[config.mk]
export PLATFORM = sky130hd
export DESIGN_NAME = drc_core
export DESIGN_NICKNAME = d
export VERILOG_FILES = /design/src/shared/drc_pkg.sv /design/src/design/drc_core.sv
export SDC_FILE = /design/constraint.sdc
export NUM_CORES = 2
export LEC_CHECK = 0
export ABC_AREA = 1
export BUFFER_PORTS_ARGS = -buffer_cell sky130_fd_sc_hd__buf_2
export CELL_PAD_IN_SITES_DETAIL_PLACEMENT = 1
export CELL_PAD_IN_SITES_GLOBAL_PLACEMENT = 1
export CORE_ASPECT_RATIO = 0.75
export CORE_MARGIN = 5
export CORE_UTILIZATION = 40
export CTS_CLUSTER_SIZE = 14
export DETAILED_ROUTE_END_ITERATION = 6
export PLACE_DENSITY_LB_ADDON = 0.1
export SLEW_MARGIN = 20
export SYNTH_ARGS = -nofsm -noshare
export SYNTH_HDL_FRONTEND = slang
export SYNTH_SLANG_ARGS = --single-unit
[constraint.sdc]
create_clock -name clk_i -period 13.86 [get_ports clk_i]
set_input_delay 4.158 -clock clk_i [delete_from_list [all_inputs] [get_ports clk_i]]
set_output_delay 4.158 -clock clk_i [all_outputs]
set_load 0.05 [all_outputs]
[src/shared/drc_pkg.sv]
// shared constants, register map and carrier types for the drive reference and counter block
//
// Overview of operation
// - pulse reference only on pulse terminal, 100 kHz
// - two-point line, 100% equals maximum frequency
// - regulator output used when source code 8
// - two regulator units, auto or terminal switch
// - terminals coded 12..15 select sixteen presets
// - preset table used when source code 6
// - index picks fraction, times maximum frequency
// - unassigned select bits read as zero
// - comm source negative setting runs reverse
// - reverse inhibited: zero hertz, no output
// - reverse inhibit resets to zero
// - direction invert swaps forward and reverse
// - length equals function 27 pulses per meter
// - length output on when length exceeds set
// - function 28 input clears accumulated length
// - length counts up only, pulse terminal only
// - function 25 counts, stops at set value
// - designated value output, counting continues
// - counter runs in run and stop alike
// - count value retained and restored after power; reset here clears it to zero
package drc_pkg;
  localparam int NUM_DI = 8;
  localparam int NUM_DO = 4;
  localparam int PULSE_DI = 4;
  localparam int CLK_HZ = 20000000;
  localparam int RATE_WINDOW_MS = 10;
  localparam int RATE_WINDOW_CYC = CLK_HZ / 1000 * RATE_WINDOW_MS;
  localparam int PULSE_MAX_HZ = 100000;
  // register byte offsets
  localparam logic [7:0] OFS_CTRL = 8'h00;
  localparam logic [7:0] OFS_MAXF = 8'h04;
  localparam logic [7:0] OFS_DIGF = 8'h08;
  localparam logic [7:0] OFS_COMMF = 8'h0c;
  localparam logic [7:0] OFS_CURVE_X = 8'h10;
  localparam logic [7:0] OFS_CURVE_Y = 8'h14;
  localparam logic [7:0] OFS_SET_LEN = 8'h18;
  localparam logic [7:0] OFS_PPM = 8'h1c;
  localparam logic [7:0] OFS_SET_CNT = 8'h20;
  localparam logic [7:0] OFS_DSG_CNT = 8'h24;
  localparam logic [7:0] OFS_DI_LO = 8'h28;
  localparam logic [7:0] OFS_DI_HI = 8'h2c;
  localparam logic [7:0] OFS_DO_MAP = 8'h30;
  localparam logic [7:0] OFS_COUNT = 8'h34;
  localparam logic [7:0] OFS_ACT_LEN = 8'h38;
  localparam logic [7:0] OFS_STATUS = 8'h3c;
  localparam logic [7:0] OFS_TARGET = 8'h40;
  localparam logic [1:0] OFS_TABLE_HI = 2'h2;
  // control word strobe bits (write only)
  localparam int CTRL_CNT_CLR_BIT = 9;
  localparam int CTRL_LEN_CLR_BIT = 10;
  // status word field positions
  localparam int ST_SET_HIT_BIT = 16;
  localparam int ST_DSG_HIT_BIT = 17;
  localparam int ST_LEN_HIT_BIT = 18;
  localparam int ST_REV_BIT = 19;
  localparam int ST_OUTEN_BIT = 20;
  localparam int ST_UNIT_B_BIT = 21;
  // main source codes
  localparam logic [3:0] SRC_DIG = 4'h0;
  localparam logic [3:0] SRC_DIG_RET = 4'h1;
  localparam logic [3:0] SRC_PULSE = 4'h5;
  localparam logic [3:0] SRC_MULTI = 4'h6;
  localparam logic [3:0] SRC_REGUL = 4'h8;
  localparam logic [3:0] SRC_COMM = 4'h9;
  // terminal function codes
  localparam logic [7:0] FN_MSPD0 = 8'h0c;
  localparam logic [7:0] FN_CNT_IN = 8'h19;
  localparam logic [7:0] FN_CNT_CLR = 8'h1a;
  localparam logic [7:0] FN_LEN_IN = 8'h1b;
  localparam logic [7:0] FN_LEN_CLR = 8'h1c;
  localparam logic [7:0] FN_UNIT_SW = 8'h2b;
  localparam logic [7:0] FO_SET_CNT = 8'h08;
  localparam logic [7:0] FO_DSG_CNT = 8'h09;
  localparam logic [7:0] FO_LEN_HIT = 8'h14;
  // fractions are signed with 100% at this value
  localparam logic [15:0] FRAC_ONE = 16'h4000;
  localparam int FRAC_SHIFT = 14;
  // reset values
  localparam logic [15:0] RST_MAXF = 16'h1388;
  localparam logic [15:0] RST_PPM = 16'h0001;
  localparam logic [31:0] RST_CURVE_X = 32'h03e8_0000;
  localparam logic [31:0] RST_CURVE_Y = 32'h4000_0000;
  localparam logic [31:0] RST_ZERO = 32'h0000_0000;

  typedef struct packed {
    logic regulator_auto;
    logic run_cmd;
    logic rev_cmd;
    logic direction_invert;
    logic reverse_inhibit;
    logic [3:0] main_source_select;
  } drc_ctrl_t;

  typedef struct packed {
    logic outen;
    logic reverse;
    logic [15:0] freq;
  } drc_ref_t;

  typedef enum logic [2:0] {
    DV_IDLE = 3'b001,
    DV_RUN = 3'b010,
    DV_STORE = 3'b100
  } drc_div_state_t;
endpackage

[src/design/drc_core.sv]
// frequency reference selection, direction handling, length and count counters
`timescale 1ns/1ns
module drc_core
  import drc_pkg::*;
#(
  parameter int WINDOW_CYC = RATE_WINDOW_CYC
) (
  input wire logic clk_i,
  input wire logic rst_i,
  input wire logic wb_cyc_i,
  input wire logic wb_stb_i,
  input wire logic wb_we_i,
  input wire logic [7:0] wb_adr_i,
  input wire logic [3:0] wb_sel_i,
  input wire logic [31:0] wb_dat_i,
  output logic [31:0] wb_dat_o,
  output logic wb_ack_o,
  input wire logic [NUM_DI-1:0] digital_input_terminal_i,
  input wire logic signed [15:0] reg_unit_a_i,
  input wire logic signed [15:0] reg_unit_b_i,
  input wire logic reg_dev_large_i,
  output logic [NUM_DO-1:0] digital_output_terminal_o,
  output drc_ref_t ref_o
);

  // byte-lane merge for every writable register
  function automatic logic [31:0] wb_merge(input logic [31:0] old, input logic [31:0] dat, input logic [3:0] sel);
    logic [31:0] r;
    r = old;
    for (int b = 0; b < 4; b++) begin
      if (sel[b]) begin
        r[8*b+:8] = dat[8*b+:8];
      end
    end
    return r;
  endfunction

  // which terminals carry a given function code
  function automatic logic [NUM_DI-1:0] di_fn_mask(input logic [8*NUM_DI-1:0] map, input logic [7:0] code);
    logic [NUM_DI-1:0] m;
    m = '0;
    for (int t = 0; t < NUM_DI; t++) begin
      m[t] = (map[8*t+:8] == code);
    end
    return m;
  endfunction

  drc_ctrl_t ctrl_reg;
  logic [15:0] maxf_reg, digf_reg, commf_reg, set_len_reg, ppm_reg, set_cnt_reg, dsg_cnt_reg;
  logic [31:0] curve_x_reg, curve_y_reg, di_lo_reg, di_hi_reg, do_map_reg;
  logic [15:0] table_reg [16];
  logic [15:0] count_reg, act_len_reg, rate_reg, rate_acc_reg;
  logic [31:0] len_pulses_reg;
  logic ack_reg;
  logic [31:0] dat_reg, rd_next;
  logic wr_hit, cnt_clr_sw, len_clr_sw, count_wr;
  logic [8*NUM_DI-1:0] di_map;

  assign di_map = {di_hi_reg, di_lo_reg};
  assign wr_hit = wb_cyc_i & wb_stb_i & wb_we_i & ~ack_reg;
  assign cnt_clr_sw = wr_hit & (wb_adr_i == OFS_CTRL) & wb_sel_i[1] & wb_dat_i[CTRL_CNT_CLR_BIT];
  assign len_clr_sw = wr_hit & (wb_adr_i == OFS_CTRL) & wb_sel_i[1] & wb_dat_i[CTRL_LEN_CLR_BIT];
  assign count_wr = wr_hit & (wb_adr_i == OFS_COUNT);

  // bus answer: one wait state, ack drops the cycle after it rose
  always_ff @(posedge clk_i) begin
    if (rst_i) begin
      ack_reg <= 1'b0;
      dat_reg <= RST_ZERO;
    end else begin
      ack_reg <= wb_cyc_i & wb_stb_i & ~ack_reg;
      dat_reg <= rd_next;
    end
  end
  assign wb_ack_o = ack_reg;
  assign wb_dat_o = dat_reg;

  // configuration writes; reverse inhibit resets to permitted
  always_ff @(posedge clk_i) begin
    if (rst_i) begin
      ctrl_reg <= '0;
      maxf_reg <= RST_MAXF;
      digf_reg <= RST_ZERO[15:0];
      commf_reg <= RST_ZERO[15:0];
      curve_x_reg <= RST_CURVE_X;
      curve_y_reg <= RST_CURVE_Y;
      set_len_reg <= RST_ZERO[15:0];
      ppm_reg <= RST_PPM;
      set_cnt_reg <= RST_ZERO[15:0];
      dsg_cnt_reg <= RST_ZERO[15:0];
      di_lo_reg <= RST_ZERO;
      di_hi_reg <= RST_ZERO;
      do_map_reg <= RST_ZERO;
    end else if (wr_hit) begin
      unique case (wb_adr_i)
        OFS_CTRL: ctrl_reg <= drc_ctrl_t'(9'(wb_merge({23'h0, ctrl_reg}, wb_dat_i, wb_sel_i)));
        OFS_MAXF: maxf_reg <= 16'(wb_merge({16'h0, maxf_reg}, wb_dat_i, wb_sel_i));
        OFS_DIGF: digf_reg <= 16'(wb_merge({16'h0, digf_reg}, wb_dat_i, wb_sel_i));
        OFS_COMMF: commf_reg <= 16'(wb_merge({16'h0, commf_reg}, wb_dat_i, wb_sel_i));
        OFS_CURVE_X: curve_x_reg <= wb_merge(curve_x_reg, wb_dat_i, wb_sel_i);
        OFS_CURVE_Y: curve_y_reg <= wb_merge(curve_y_reg, wb_dat_i, wb_sel_i);
        OFS_SET_LEN: set_len_reg <= 16'(wb_merge({16'h0, set_len_reg}, wb_dat_i, wb_sel_i));
        OFS_PPM: ppm_reg <= 16'(wb_merge({16'h0, ppm_reg}, wb_dat_i, wb_sel_i));
        OFS_SET_CNT: set_cnt_reg <= 16'(wb_merge({16'h0, set_cnt_reg}, wb_dat_i, wb_sel_i));
        OFS_DSG_CNT: dsg_cnt_reg <= 16'(wb_merge({16'h0, dsg_cnt_reg}, wb_dat_i, wb_sel_i));
        OFS_DI_LO: di_lo_reg <= wb_merge(di_lo_reg, wb_dat_i, wb_sel_i);
        OFS_DI_HI: di_hi_reg <= wb_merge(di_hi_reg, wb_dat_i, wb_sel_i);
        OFS_DO_MAP: do_map_reg <= wb_merge(do_map_reg, wb_dat_i, wb_sel_i);
        default: ;
      endcase
    end
  end

  // preset table, sixteen signed fractions of maximum frequency
  always_ff @(posedge clk_i) begin
    if (rst_i) begin
      for (int k = 0; k < 16; k++) begin
        table_reg[k] <= RST_ZERO[15:0];
      end
    end else if (wr_hit && wb_adr_i[7:6] == OFS_TABLE_HI) begin
      table_reg[wb_adr_i[5:2]] <= 16'(wb_merge({16'h0, table_reg[wb_adr_i[5:2]]}, wb_dat_i, wb_sel_i));
    end
  end

  // terminal synchronisers: a level counts once stages two and three agree
  logic [NUM_DI-1:0] s1_reg, s2_reg, s3_reg, lvl_reg, lvl_d_reg;
  genvar gt;
  generate
    for (gt = 0; gt < NUM_DI; gt++) begin : g_sync
      always_ff @(posedge clk_i) begin
        if (rst_i) begin
          s1_reg[gt] <= 1'b0;
          s2_reg[gt] <= 1'b0;
          s3_reg[gt] <= 1'b0;
          lvl_reg[gt] <= 1'b0;
          lvl_d_reg[gt] <= 1'b0;
        end else begin
          s1_reg[gt] <= digital_input_terminal_i[gt];
          s2_reg[gt] <= s1_reg[gt];
          s3_reg[gt] <= s2_reg[gt];
          if (s2_reg[gt] == s3_reg[gt]) begin
            lvl_reg[gt] <= s3_reg[gt];
          end
          lvl_d_reg[gt] <= lvl_reg[gt];
        end
      end
    end
  endgenerate

  logic pulse_rise, len_edge, cnt_lvl, cnt_lvl_d_reg, cnt_edge, len_clr_di, cnt_clr_di, unit_b;
  logic [3:0] mspd_idx;
  // only the pulse terminal may feed the rate and the length count
  assign pulse_rise = lvl_reg[PULSE_DI] & ~lvl_d_reg[PULSE_DI];
  assign len_edge = pulse_rise & (di_map[8*PULSE_DI+:8] == FN_LEN_IN);
  assign cnt_lvl = |(lvl_reg & di_fn_mask(di_map, FN_CNT_IN));
  assign cnt_edge = cnt_lvl & ~cnt_lvl_d_reg;
  assign len_clr_di = |(lvl_reg & di_fn_mask(di_map, FN_LEN_CLR));
  assign cnt_clr_di = |(lvl_reg & di_fn_mask(di_map, FN_CNT_CLR));
  assign unit_b = ctrl_reg.regulator_auto ? reg_dev_large_i : |(lvl_reg & di_fn_mask(di_map, FN_UNIT_SW));

  // select bits: terminal with no code contributes zero
  generate
    for (gt = 0; gt < 4; gt++) begin : g_mspd
      assign mspd_idx[gt] = |(lvl_reg & di_fn_mask(di_map, FN_MSPD0 + 8'(gt)));
    end
  endgenerate

  // pulse rate: rising edges per fixed window, 1000 at full rate
  logic [17:0] win_cnt_reg;
  always_ff @(posedge clk_i) begin
    if (rst_i) begin
      win_cnt_reg <= '0;
      rate_acc_reg <= '0;
      rate_reg <= '0;
      cnt_lvl_d_reg <= 1'b0;
    end else begin
      cnt_lvl_d_reg <= cnt_lvl;
      if (win_cnt_reg == 18'(WINDOW_CYC - 1)) begin
        win_cnt_reg <= '0;
        rate_reg <= rate_acc_reg + 16'(pulse_rise);
        rate_acc_reg <= '0;
      end else begin
        win_cnt_reg <= win_cnt_reg + 18'h1;
        rate_acc_reg <= rate_acc_reg + 16'(pulse_rise);
      end
    end
  end

  // shared serial divider: alternates pulse curve and length jobs
  drc_div_state_t dv_state_reg;
  logic dv_job_reg;
  logic [4:0] dv_cnt_reg;
  logic [31:0] dv_quo_reg;
  logic [16:0] dv_rem_reg, dv_rem_sh;
  logic [15:0] dv_den_reg, pulse_frac_reg;
  logic [15:0] cx1, cx2, cxc, cdx, cdy_mag;
  logic signed [15:0] cy1, cy2;
  logic cdy_neg;
  assign cx1 = curve_x_reg[15:0];
  assign cx2 = curve_x_reg[31:16];
  assign cy1 = curve_y_reg[15:0];
  assign cy2 = curve_y_reg[31:16];
  assign cxc = (rate_reg <= cx1) ? cx1 : ((rate_reg >= cx2) ? cx2 : rate_reg);
  assign cdx = (cx2 > cx1) ? (cx2 - cx1) : 16'h0001;
  assign cdy_neg = cy2 < cy1;
  assign cdy_mag = cdy_neg ? 16'(cy1 - cy2) : 16'(cy2 - cy1);
  assign dv_rem_sh = {dv_rem_reg[15:0], dv_quo_reg[31]};

  always_ff @(posedge clk_i) begin
    if (rst_i) begin
      dv_state_reg <= DV_IDLE;
      dv_job_reg <= 1'b0;
      dv_cnt_reg <= '0;
      dv_quo_reg <= '0;
      dv_rem_reg <= '0;
      dv_den_reg <= 16'h0001;
      pulse_frac_reg <= '0;
      act_len_reg <= '0;
    end else begin
      unique case (dv_state_reg)
        DV_IDLE: begin
          dv_cnt_reg <= '0;
          dv_rem_reg <= '0;
          if (dv_job_reg) begin
            dv_quo_reg <= len_pulses_reg;
            dv_den_reg <= (ppm_reg == 16'h0) ? 16'h0001 : ppm_reg;
          end else begin
            dv_quo_reg <= (cxc - cx1) * cdy_mag;
            dv_den_reg <= cdx;
          end
          dv_state_reg <= DV_RUN;
        end
        DV_RUN: begin
          if (dv_rem_sh >= {1'b0, dv_den_reg}) begin
            dv_rem_reg <= dv_rem_sh - {1'b0, dv_den_reg};
            dv_quo_reg <= {dv_quo_reg[30:0], 1'b1};
          end else begin
            dv_rem_reg <= dv_rem_sh;
            dv_quo_reg <= {dv_quo_reg[30:0], 1'b0};
          end
          dv_cnt_reg <= dv_cnt_reg + 5'h1;
          if (dv_cnt_reg == 5'h1f) begin
            dv_state_reg <= DV_STORE;
          end
        end
        DV_STORE: begin
          // length saturates rather than wrapping past the register width
          if (dv_job_reg) begin
            act_len_reg <= (dv_quo_reg[31:16] != 16'h0) ? 16'hffff : dv_quo_reg[15:0];
          end else begin
            pulse_frac_reg <= cdy_neg ? 16'(cy1 - $signed(dv_quo_reg[15:0])) : 16'(cy1 + $signed(dv_quo_reg[15:0]));
          end
          dv_job_reg <= ~dv_job_reg;
          dv_state_reg <= DV_IDLE;
        end
      endcase
    end
  end

  // length pulses: up only, cleared by terminal or software
  always_ff @(posedge clk_i) begin
    if (rst_i) begin
      len_pulses_reg <= '0;
    end else if (len_clr_di | len_clr_sw) begin
      len_pulses_reg <= '0;
    end else if (len_edge && len_pulses_reg != 32'hffff_ffff) begin
      len_pulses_reg <= len_pulses_reg + 32'h1;
    end
  end

  // count value: no run gating; halts at set value until cleared
  logic set_hit, dsg_hit, len_hit;
  assign set_hit = (set_cnt_reg != 16'h0) && (count_reg >= set_cnt_reg);
  assign dsg_hit = (dsg_cnt_reg != 16'h0) && (count_reg >= dsg_cnt_reg);
  assign len_hit = act_len_reg > set_len_reg;
  always_ff @(posedge clk_i) begin
    if (rst_i) begin
      count_reg <= '0;
    end else if (count_wr) begin
      count_reg <= 16'(wb_merge({16'h0, count_reg}, wb_dat_i, wb_sel_i));
    end else if (cnt_clr_di | cnt_clr_sw) begin
      count_reg <= '0;
    end else if (cnt_edge && !set_hit) begin
      count_reg <= count_reg + 16'h1;
    end
  end

  // output terminals follow their mapped function codes
  generate
    for (gt = 0; gt < NUM_DO; gt++) begin : g_do
      always_ff @(posedge clk_i) begin
        if (rst_i) begin
          digital_output_terminal_o[gt] <= 1'b0;
        end else begin
          digital_output_terminal_o[gt] <= ((do_map_reg[8*gt+:8] == FO_SET_CNT) & set_hit)
            | ((do_map_reg[8*gt+:8] == FO_DSG_CNT) & dsg_hit)
            | ((do_map_reg[8*gt+:8] == FO_LEN_HIT) & len_hit);
        end
      end
    end
  endgenerate

  // reference source selection
  logic signed [15:0] sel_frac;
  always_comb begin
    unique case (ctrl_reg.main_source_select)
      SRC_DIG, SRC_DIG_RET: sel_frac = digf_reg;
      SRC_PULSE: sel_frac = pulse_frac_reg;
      SRC_MULTI: sel_frac = table_reg[mspd_idx];
      SRC_REGUL: sel_frac = unit_b ? reg_unit_b_i : reg_unit_a_i;
      SRC_COMM: sel_frac = commf_reg;
      default: sel_frac = '0;
    endcase
  end

  // fraction times maximum frequency; overflow beyond range saturates
  logic neg_set, want_rev, rev_block;
  logic [16:0] mag_frac;
  logic [32:0] prod;
  logic [15:0] freq_mag;
  assign neg_set = sel_frac < 0;
  assign mag_frac = neg_set ? 17'(-$signed({sel_frac[15], sel_frac})) : {1'b0, sel_frac};
  assign prod = mag_frac * maxf_reg;
  assign freq_mag = (prod[32:30] != 3'h0) ? 16'hffff : prod[29:FRAC_SHIFT];
  assign want_rev = ctrl_reg.rev_cmd | neg_set;
  assign rev_block = ctrl_reg.reverse_inhibit & want_rev;

  always_ff @(posedge clk_i) begin
    if (rst_i) begin
      ref_o <= '0;
    end else begin
      ref_o.outen <= ctrl_reg.run_cmd & ~rev_block;
      ref_o.reverse <= ~rev_block & (want_rev ^ ctrl_reg.direction_invert);
      ref_o.freq <= rev_block ? 16'h0 : freq_mag;
    end
  end

  // read mux; unmapped offsets read zero
  always_comb begin
    rd_next = RST_ZERO;
    if (wb_adr_i[7:6] == OFS_TABLE_HI) begin
      rd_next = {16'h0, table_reg[wb_adr_i[5:2]]};
    end else begin
      unique case (wb_adr_i)
        OFS_CTRL: rd_next = {23'h0, ctrl_reg};
        OFS_MAXF: rd_next = {16'h0, maxf_reg};
        OFS_DIGF: rd_next = {16'h0, digf_reg};
        OFS_COMMF: rd_next = {16'h0, commf_reg};
        OFS_CURVE_X: rd_next = curve_x_reg;
        OFS_CURVE_Y: rd_next = curve_y_reg;
        OFS_SET_LEN: rd_next = {16'h0, set_len_reg};
        OFS_PPM: rd_next = {16'h0, ppm_reg};
        OFS_SET_CNT: rd_next = {16'h0, set_cnt_reg};
        OFS_DSG_CNT: rd_next = {16'h0, dsg_cnt_reg};
        OFS_DI_LO: rd_next = di_lo_reg;
        OFS_DI_HI: rd_next = di_hi_reg;
        OFS_DO_MAP: rd_next = do_map_reg;
        OFS_COUNT: rd_next = {16'h0, count_reg};
        OFS_ACT_LEN: rd_next = {16'h0, act_len_reg};
        OFS_STATUS: begin
          rd_next[15:0] = rate_reg;
          rd_next[ST_SET_HIT_BIT] = set_hit;
          rd_next[ST_DSG_HIT_BIT] = dsg_hit;
          rd_next[ST_LEN_HIT_BIT] = len_hit;
          rd_next[ST_REV_BIT] = ref_o.reverse;
          rd_next[ST_OUTEN_BIT] = ref_o.outen;
          rd_next[ST_UNIT_B_BIT] = unit_b;
        end
        OFS_TARGET: rd_next = {16'h0, ref_o.freq};
        default: rd_next = RST_ZERO;
      endcase
    end
  end
endmodule

After elaboration in Yosys (flattened, before gate mapping)
Memories as Yosys holds them, arrays and structs flattened.
Index checks and enable logic that the tools add are counted.
{ "totals": {"reg_bits": 573, "latch_bits": 0, "ramBits": 256, "rom_bits": 0, "input_bits": 90, "output_inout_bits": 55, "n_memories": 1} }
{ "mem_list": {"columns": ["memory", "words", "word_bits", "read_ports", "rd_ports_with_merged_regs", "write_ports", "line", "rtl"], "rows": [
  ["table_reg", 16, 16, 2, 0, 16, "drc_core.sv:51", "logic [15:0] table_reg [16];"]
]} }
{ "classes": {"addsub": 13, "n_mul": 2, "div": 0, "magnitude_cmp": 9, "n_eq_ne": 116, "n_shift": 0, "muxes": 43, "bitwise": 52, "reduce_logical": 69} }
{ "op_table": {"columns": ["cell", "count"], "rows": [
  ["22-bit one-hot mux with 17 select lines", 1],
  ["8-bit by 4-bit equality test with 1-bit output (second input constant)", 42],
  ["8-bit by 5-bit equality test with 1-bit output (second input constant)", 33],
  ["16-bit two-way mux", 16],
  ["8-bit by 6-bit equality test with 1-bit output (second input constant)", 16],
  ["3-bit AND reduction", 36],
  ["16-bit one-hot mux with 5 select lines", 1],
  ["16-bit subtractor", 5],
  ["8-bit AND", 8],
  ["8-bit two-way mux", 8],
  ["32-bit one-hot mux with 2 select lines", 1],
  ["8-bit OR reduction", 8],
  ["10-bit one-hot mux with 5 select lines", 1],
  ["16-bit greater-or-equal comparator", 3],
  ["16-bit nonzero test", 3],
  ["17-bit by 16-bit multiplier with 33-bit output", 1],
  ["32-bit by 1-bit adder with 32-bit output (second input constant)", 1],
  ["16-bit > comparator", 2],
  ["17-bit by 17-bit multiplier with 32-bit output", 1],
  ["32-bit two-way mux", 1],
  ["32-bit != test (second input constant)", 1],
  ["16-bit one-hot mux with 2 select lines", 1],
  ["1-bit AND", 27],
  ["18-bit by 1-bit adder with 18-bit output (second input constant)", 1],
  ["42 further kinds", 86]
]} }

Longest topological paths before layout
{ "depth": {"depth_word": 11, "depth_mapped": 62, "ltp_nobuf": 61} }

Least setup slack after synthesis
Ideal clock, no wire load.
{ "synth_timing": {"path_type": "input-to-reg", "startpoint": "input port reg_dev_large_i", "endpoint": "register ref_o[10] in the netlist's numbering", "arrival_time_ps": 11024, "setup_slack_ps": 2696, "path_stages": 46, "cell_sequence": "inv_1 nand2_1 nand2_1 inv_2 nor2_1 nor2_1 nor2_1 nand2_2 inv_2 clkbuf_1 ha_1 nand3_1 nor2_2 nand2_1 inv_2 nand4_1 nand2_1 nand2_1 [10 not listed] fa_1 inv_1 ha_1 nand2_1 nor2_1 nand2_1 o211a_1 nand2_1 nand2_1 nand2_2 nand2_1 nand2_1 nand2_1 nand2_1 nand2_2 nor2_8 buf_8 a21oi_2"} }
{ "synth_via": {"elab_chain_len": 8} }
{ "synth_rtl": {"columns": ["element", "line", "rtl"], "rows": [
  ["from (decl)", "drc_core.sv:21", "input wire logic reg_dev_large_i,"],
  ["1-bit two-way mux (*)", "drc_core.sv:159", "assign unit_b = ctrl_reg.regulator_auto ? reg_dev_large_i : |(lvl_reg & di_fn_mask(di_map, FN_UNIT_SW));"],
  ["16-bit two-way mux (*)", "drc_core.sv:310", "SRC_REGUL: sel_frac = unit_b ? reg_unit_b_i : reg_unit_a_i;"],
  ["16-bit one-hot mux with 5 select lines (*)", "drc_core.sv:306", "unique case (ctrl_reg.main_source_select)"],
  ["16-bit negation with 17-bit output or 16-bit by 1-bit less-than comparator with 1-bit output (tied branches)", "drc_core.sv:322, drc_core.sv:321", null],
  ["17-bit two-way mux", "drc_core.sv:322", "assign mag_frac = neg_set ? 17'(-$signed({sel_frac[15], sel_frac})) : {1'b0, sel_frac};"],
  ["17-bit by 16-bit multiplier with 33-bit output", "drc_core.sv:323", "assign prod = mag_frac * maxf_reg;"],
  ["3-bit nonzero test", "drc_core.sv:324", "assign freq_mag = (prod[32:30] != 3'h0) ? 16'hffff : prod[29:FRAC_SHIFT];"],
  ["16-bit two-way mux", "drc_core.sv:324", null],
  ["to (decl)", "drc_core.sv:23", "output drc_ref_t ref_o"]
]} }
Every way passes the cells marked *; elsewhere a longest branch is shown, timed or not.
A chain may end at the register's enable or synchronous reset.

Worst setup path after layout
{ "layout_timing": {"startpoint": "register curve_x_reg[17]", "endpoint": "register dv_quo_reg[30]"} }
{ "layout_via": {"elab_chain_len": 7} }
{ "layout_rtl": {"columns": ["element", "line", "rtl"], "rows": [
  ["from (decl)", "drc_core.sv:50", "logic [31:0] curve_x_reg, curve_y_reg, di_lo_reg, di_hi_reg, do_map_reg;"],
  ["from (signal assigned)", "drc_core.sv:100", "OFS_CURVE_X: curve_x_reg <= wb_merge(curve_x_reg, wb_dat_i, wb_sel_i);"],
  ["16-bit greater-or-equal comparator", "drc_core.sv:203", "assign cxc = (rate_reg <= cx1) ? cx1 : ((rate_reg >= cx2) ? cx2 : rate_reg);"],
  ["16-bit two-way mux (*) (2 in series)", "drc_core.sv:203", null],
  ["16-bit by 16-bit subtractor with 17-bit output (*)", "drc_core.sv:228", "dv_quo_reg <= (cxc - cx1) * cdy_mag;"],
  ["17-bit by 17-bit multiplier with 32-bit output (*)", "drc_core.sv:228", null],
  ["32-bit two-way mux (*)", "drc_core.sv:224", "if (dv_job_reg) begin"],
  ["32-bit one-hot mux with 2 select lines (*)", "drc_core.sv:220", "unique case (dv_state_reg)"],
  ["to (signal assigned)", "drc_core.sv:225", "dv_quo_reg <= len_pulses_reg;"],
  ["to (signal assigned)", "drc_core.sv:228", null],
  ["to (signal assigned)", "drc_core.sv:236", "dv_quo_reg <= {dv_quo_reg[30:0], 1'b1};"],
  ["to (decl)", "drc_core.sv:193", "logic [31:0] dv_quo_reg;"]
]} }
Marked as above.

==> summary.md <==
| Metric | Value |
|---|---|
| Die ar. | 0.1670 mm^2 |
| Clock Sinks | 829 |
| Layout cell share with drive strength beyond 1 | 7.039% |
| Area Overhead vs Synth | 9.745% |
| Final Critical Period | 12.53 ns |
| Syn avg cell area | 7.802 um^2 |
| Root Driver | clkbuf_16 |
| Boundary pin count | 145 |
| Final #Nets | 9102 |
| Max-slew violation count | 0 |
| Critical path's most frequent cell | a21oi_1 |
| Worst-margin pin slew | 1.201 ns |
| Leakage Power | 30.02 nW |
| Total Routing Usage GR | 32.72% |
| Max_cap viols | 0 |
| Power Dens Cells | 85.31 mW/mm^2 |
| Port bufs | 144 |
| Gr ovfl total | 0 |
| Crit path from | curve_x_reg[17] |
| WP data required | 14.51 ns |
| Syn Inst Count | 8144 |
| Core Area | 0.1577 mm^2 |
| Footprint of the multi-input gates | 0.03816 mm^2 |
| Via density | 5.846 |
| Hold crit path type | register to register |
| Largest register FFs | 256 |
| CTS tree | done |
| Die Ht | 355.2 um |
| Hold Buf Count CTS | 0 |
| Vias in the first global route | 61260 |
| Worst R2R Path Depth | 56 |
| Clock latency on the worst-skew pair | 0.74 ns |
| # H-tree levels | 3 |
| Post-Syn Area | 0.06354 mm^2 |
| Final setup vio count | 0 |
| Most frequent cells in the layout | inv_1 (1256), nand2_1 (1197), nor2_1 (949), a21oi_1 (663) |
| Most used DFF post-synth | dfxtp_1 |
| Top cell family by delay on the critical path | compound AO/OA/AOI/OAI gates |
| Clock Path Buffers | 3 |
| DRT iter0 DRCs | 6529 |
| Status | completed |
| Worst path bufs/invs | 9 |
| WS Path Type | register to register |
| Register bit total from synthesis | 829 |
| Worst Path Max Fanout | 18 |
| Placed Area | 0.06655 mm^2 |
| Final cell area excluding filler cells | 0.06973 mm^2 |
| Initial Utilization | 40.31% |
| Synth warn | 0 |
| DR pass1 iterations | 6 |
| Asr flop ratio synth | 0% |
| Min Hold Slack | 0.4063 ns |
| Drc violations | 0 |
| Final setup TNS | 0 ns |
| Largest net degree at the start of global routing | 153 |
| Distinct cells, synth | 76 |
| Global-route wire length before repair | 409800 um |
| Avg WL per Cell | 27.00 um |
| RSZ-0062 raised after global routing | no |
| # rows | 126 |
| CTS Buf Count | 93 |
| Worst R2R End | dv_quo_reg[30] |
| Critical R2R Launch | curve_x_reg[17] |
| Final GP Congestion | 0.9523 |
| Final Hold Viols | 0 |
| Post-CTS sizing | 0 |
| Final wirelength | 279600 um |
| Arrival time worst endpoint | 13.18 ns |
| Internal reg-to-reg setup slack | 1.33 ns |
| DRT antenna net count | 0 |
| VDD IR max | 0.09955 mV |
| Antenna violations before repair | 12 |
| Max-Slew Margin vs Limit | 19.76% |
| FMAX | 79.81 MHz |
| Post-synth EDFFs | 256 |
| Critical-path top delay cell | xor2_1 |
| Worst Setup Start Kind | register |
| Slowest stage delay, CP | 0.79 ns |
| Setup Fix Bufs, Post-CTS | 0 |
| Most common cell after layout, fill and taps aside | inv_1 |
| Clock Pin Slew Worst Setup and Hold Paths | 0.07 ns |
| Via count | 60550 |
| Critical path capture point type | register |
| FF/Latch Area | 0.01916 mm^2 |
| Tcrit/Tclk final | 90.41% |
| Sequential area share after synthesis | 30.15% |
| Worst Clk Skew | 0.07155 ns |
| Die width | 470.2 um |
| Worst path depth | 56 |
| Post-DP HPWL | 216200 um |
| Crit path to | dv_quo_reg[30] |
| Fill count | 19290 |
| Final Core Density | 44.23% |
worst reg2reg max path: cells and delay by family (launching register included):
kind	cells	cell delay [ns]
and+or+nand+nor	10	1.00
buffers and inverters	9	1.30
xor gates and xnor gates	1	0.79
DFF	1	0.48
adders and majority gates	9	3.93
AOI/OAI and AO/OA	27	4.95
stage by stage:
step / setup slack, ns / cells / total power [W]
final: 1.330 / 10360 / 0.005949
after global routing: 0.6440 / 10350 / 0.006113
after CTS: 1.643 / 10350 / 0.005950
after detailed placement: 1.020 / 10180 / 0.003344
after global placement: 1.248 / 10180 / 0.003331
after floorplan: 2.696 / 8158 / 0.003030
final cells by class:
class,instances,area share (%)
sequential,829,27.48
inverter,1312,7.076
clock inverter,42,0.7051
multi-input combinational,5661,54.72
tap,2112,3.789
timing repair buffer,268,2.426
clock buffer,128,3.786
antenna,5,0.01794
synthesized netlist by cell type (38+ instances only):
| cell type | count | area [um^2] |
|---|---|---|
| a221oi_1 | 66 | 578.1 |
| nand4_1 | 52 | 325.3 |
| o21ai_0 | 574 | 2873 |
| a21oi_1 | 663 | 3318 |
| fa_1 | 480 | 9609 |
| nor3_1 | 67 | 335.3 |
| ha_1 | 367 | 4592 |
| xor2_1 | 114 | 998.5 |
| nand2_1 | 1202 | 4512 |
| nor2_1 | 958 | 3596 |
| nand3_1 | 350 | 1752 |
| nor4_1 | 59 | 369.1 |
| inv_1 | 1258 | 4722 |
| a22oi_1 | 148 | 1111 |
| a31oi_1 | 39 | 244.0 |
| inv_2 | 38 | 142.6 |
| xnor2_1 | 40 | 350.3 |
| edfxtp_1 | 256 | 7687 |
| o22ai_1 | 113 | 706.9 |
| clkbuf_1 | 285 | 1070 |
| o21ai_1 | 44 | 220.2 |
| dfxtp_1 | 573 | 11470 |
| o211ai_1 | 49 | 367.9 |
kinds of logic after synthesis:
| kind of cell | after synthesis | share of synthesized area, % |
|---|---|---|
| simple gates | 2797 | 18.44 |
| compound gates | 1845 | 16.75 |
| buf+inv | 1668 | 10.11 |
| fa+ha+maj | 847 | 22.35 |
| flops | 829 | 30.15 |
| xor+xnor | 155 | 2.166 |
| other cells | 2 | 0.01182 |
| mux | 1 | 0.01575 |
where the power goes:
| part | leakage (nW) | internal, W | switching [W] |
|---|---|---|---|
| registers | 7.28 | 0.00255 | 0.0000397 |
| logic | 21.2 | 0.000184 | 0.000550 |
| clock network | 1.54 | 0.00147 | 0.00116 |
| total | 30.0 | 0.00420 | 0.00175 |
routing by layer:
layer  share of wire, %  up-vias  track usage [%]
met5              0.020        -                0
met4                4.6       10            12.84
met3                9.2      522            6.309
met2                 42     2672            48.67
met1                 44    30550            46.87
li1                   -    26800                -
worst min-delay path by stage:
stage / start / to / cells past startpoint
final: s1_reg[5] / s2_reg[5] / 2
after global routing: s1_reg[5] / s2_reg[5] / 2
after CTS: s1_reg[5] / s2_reg[5] / 2
after detailed placement: s1_reg[5] / s2_reg[5] / 2
after global placement: s1_reg[1] / s2_reg[1] / 2
after floorplan: s1_reg[0] / s2_reg[0] / 2
(Power assumes the default switching activity.)
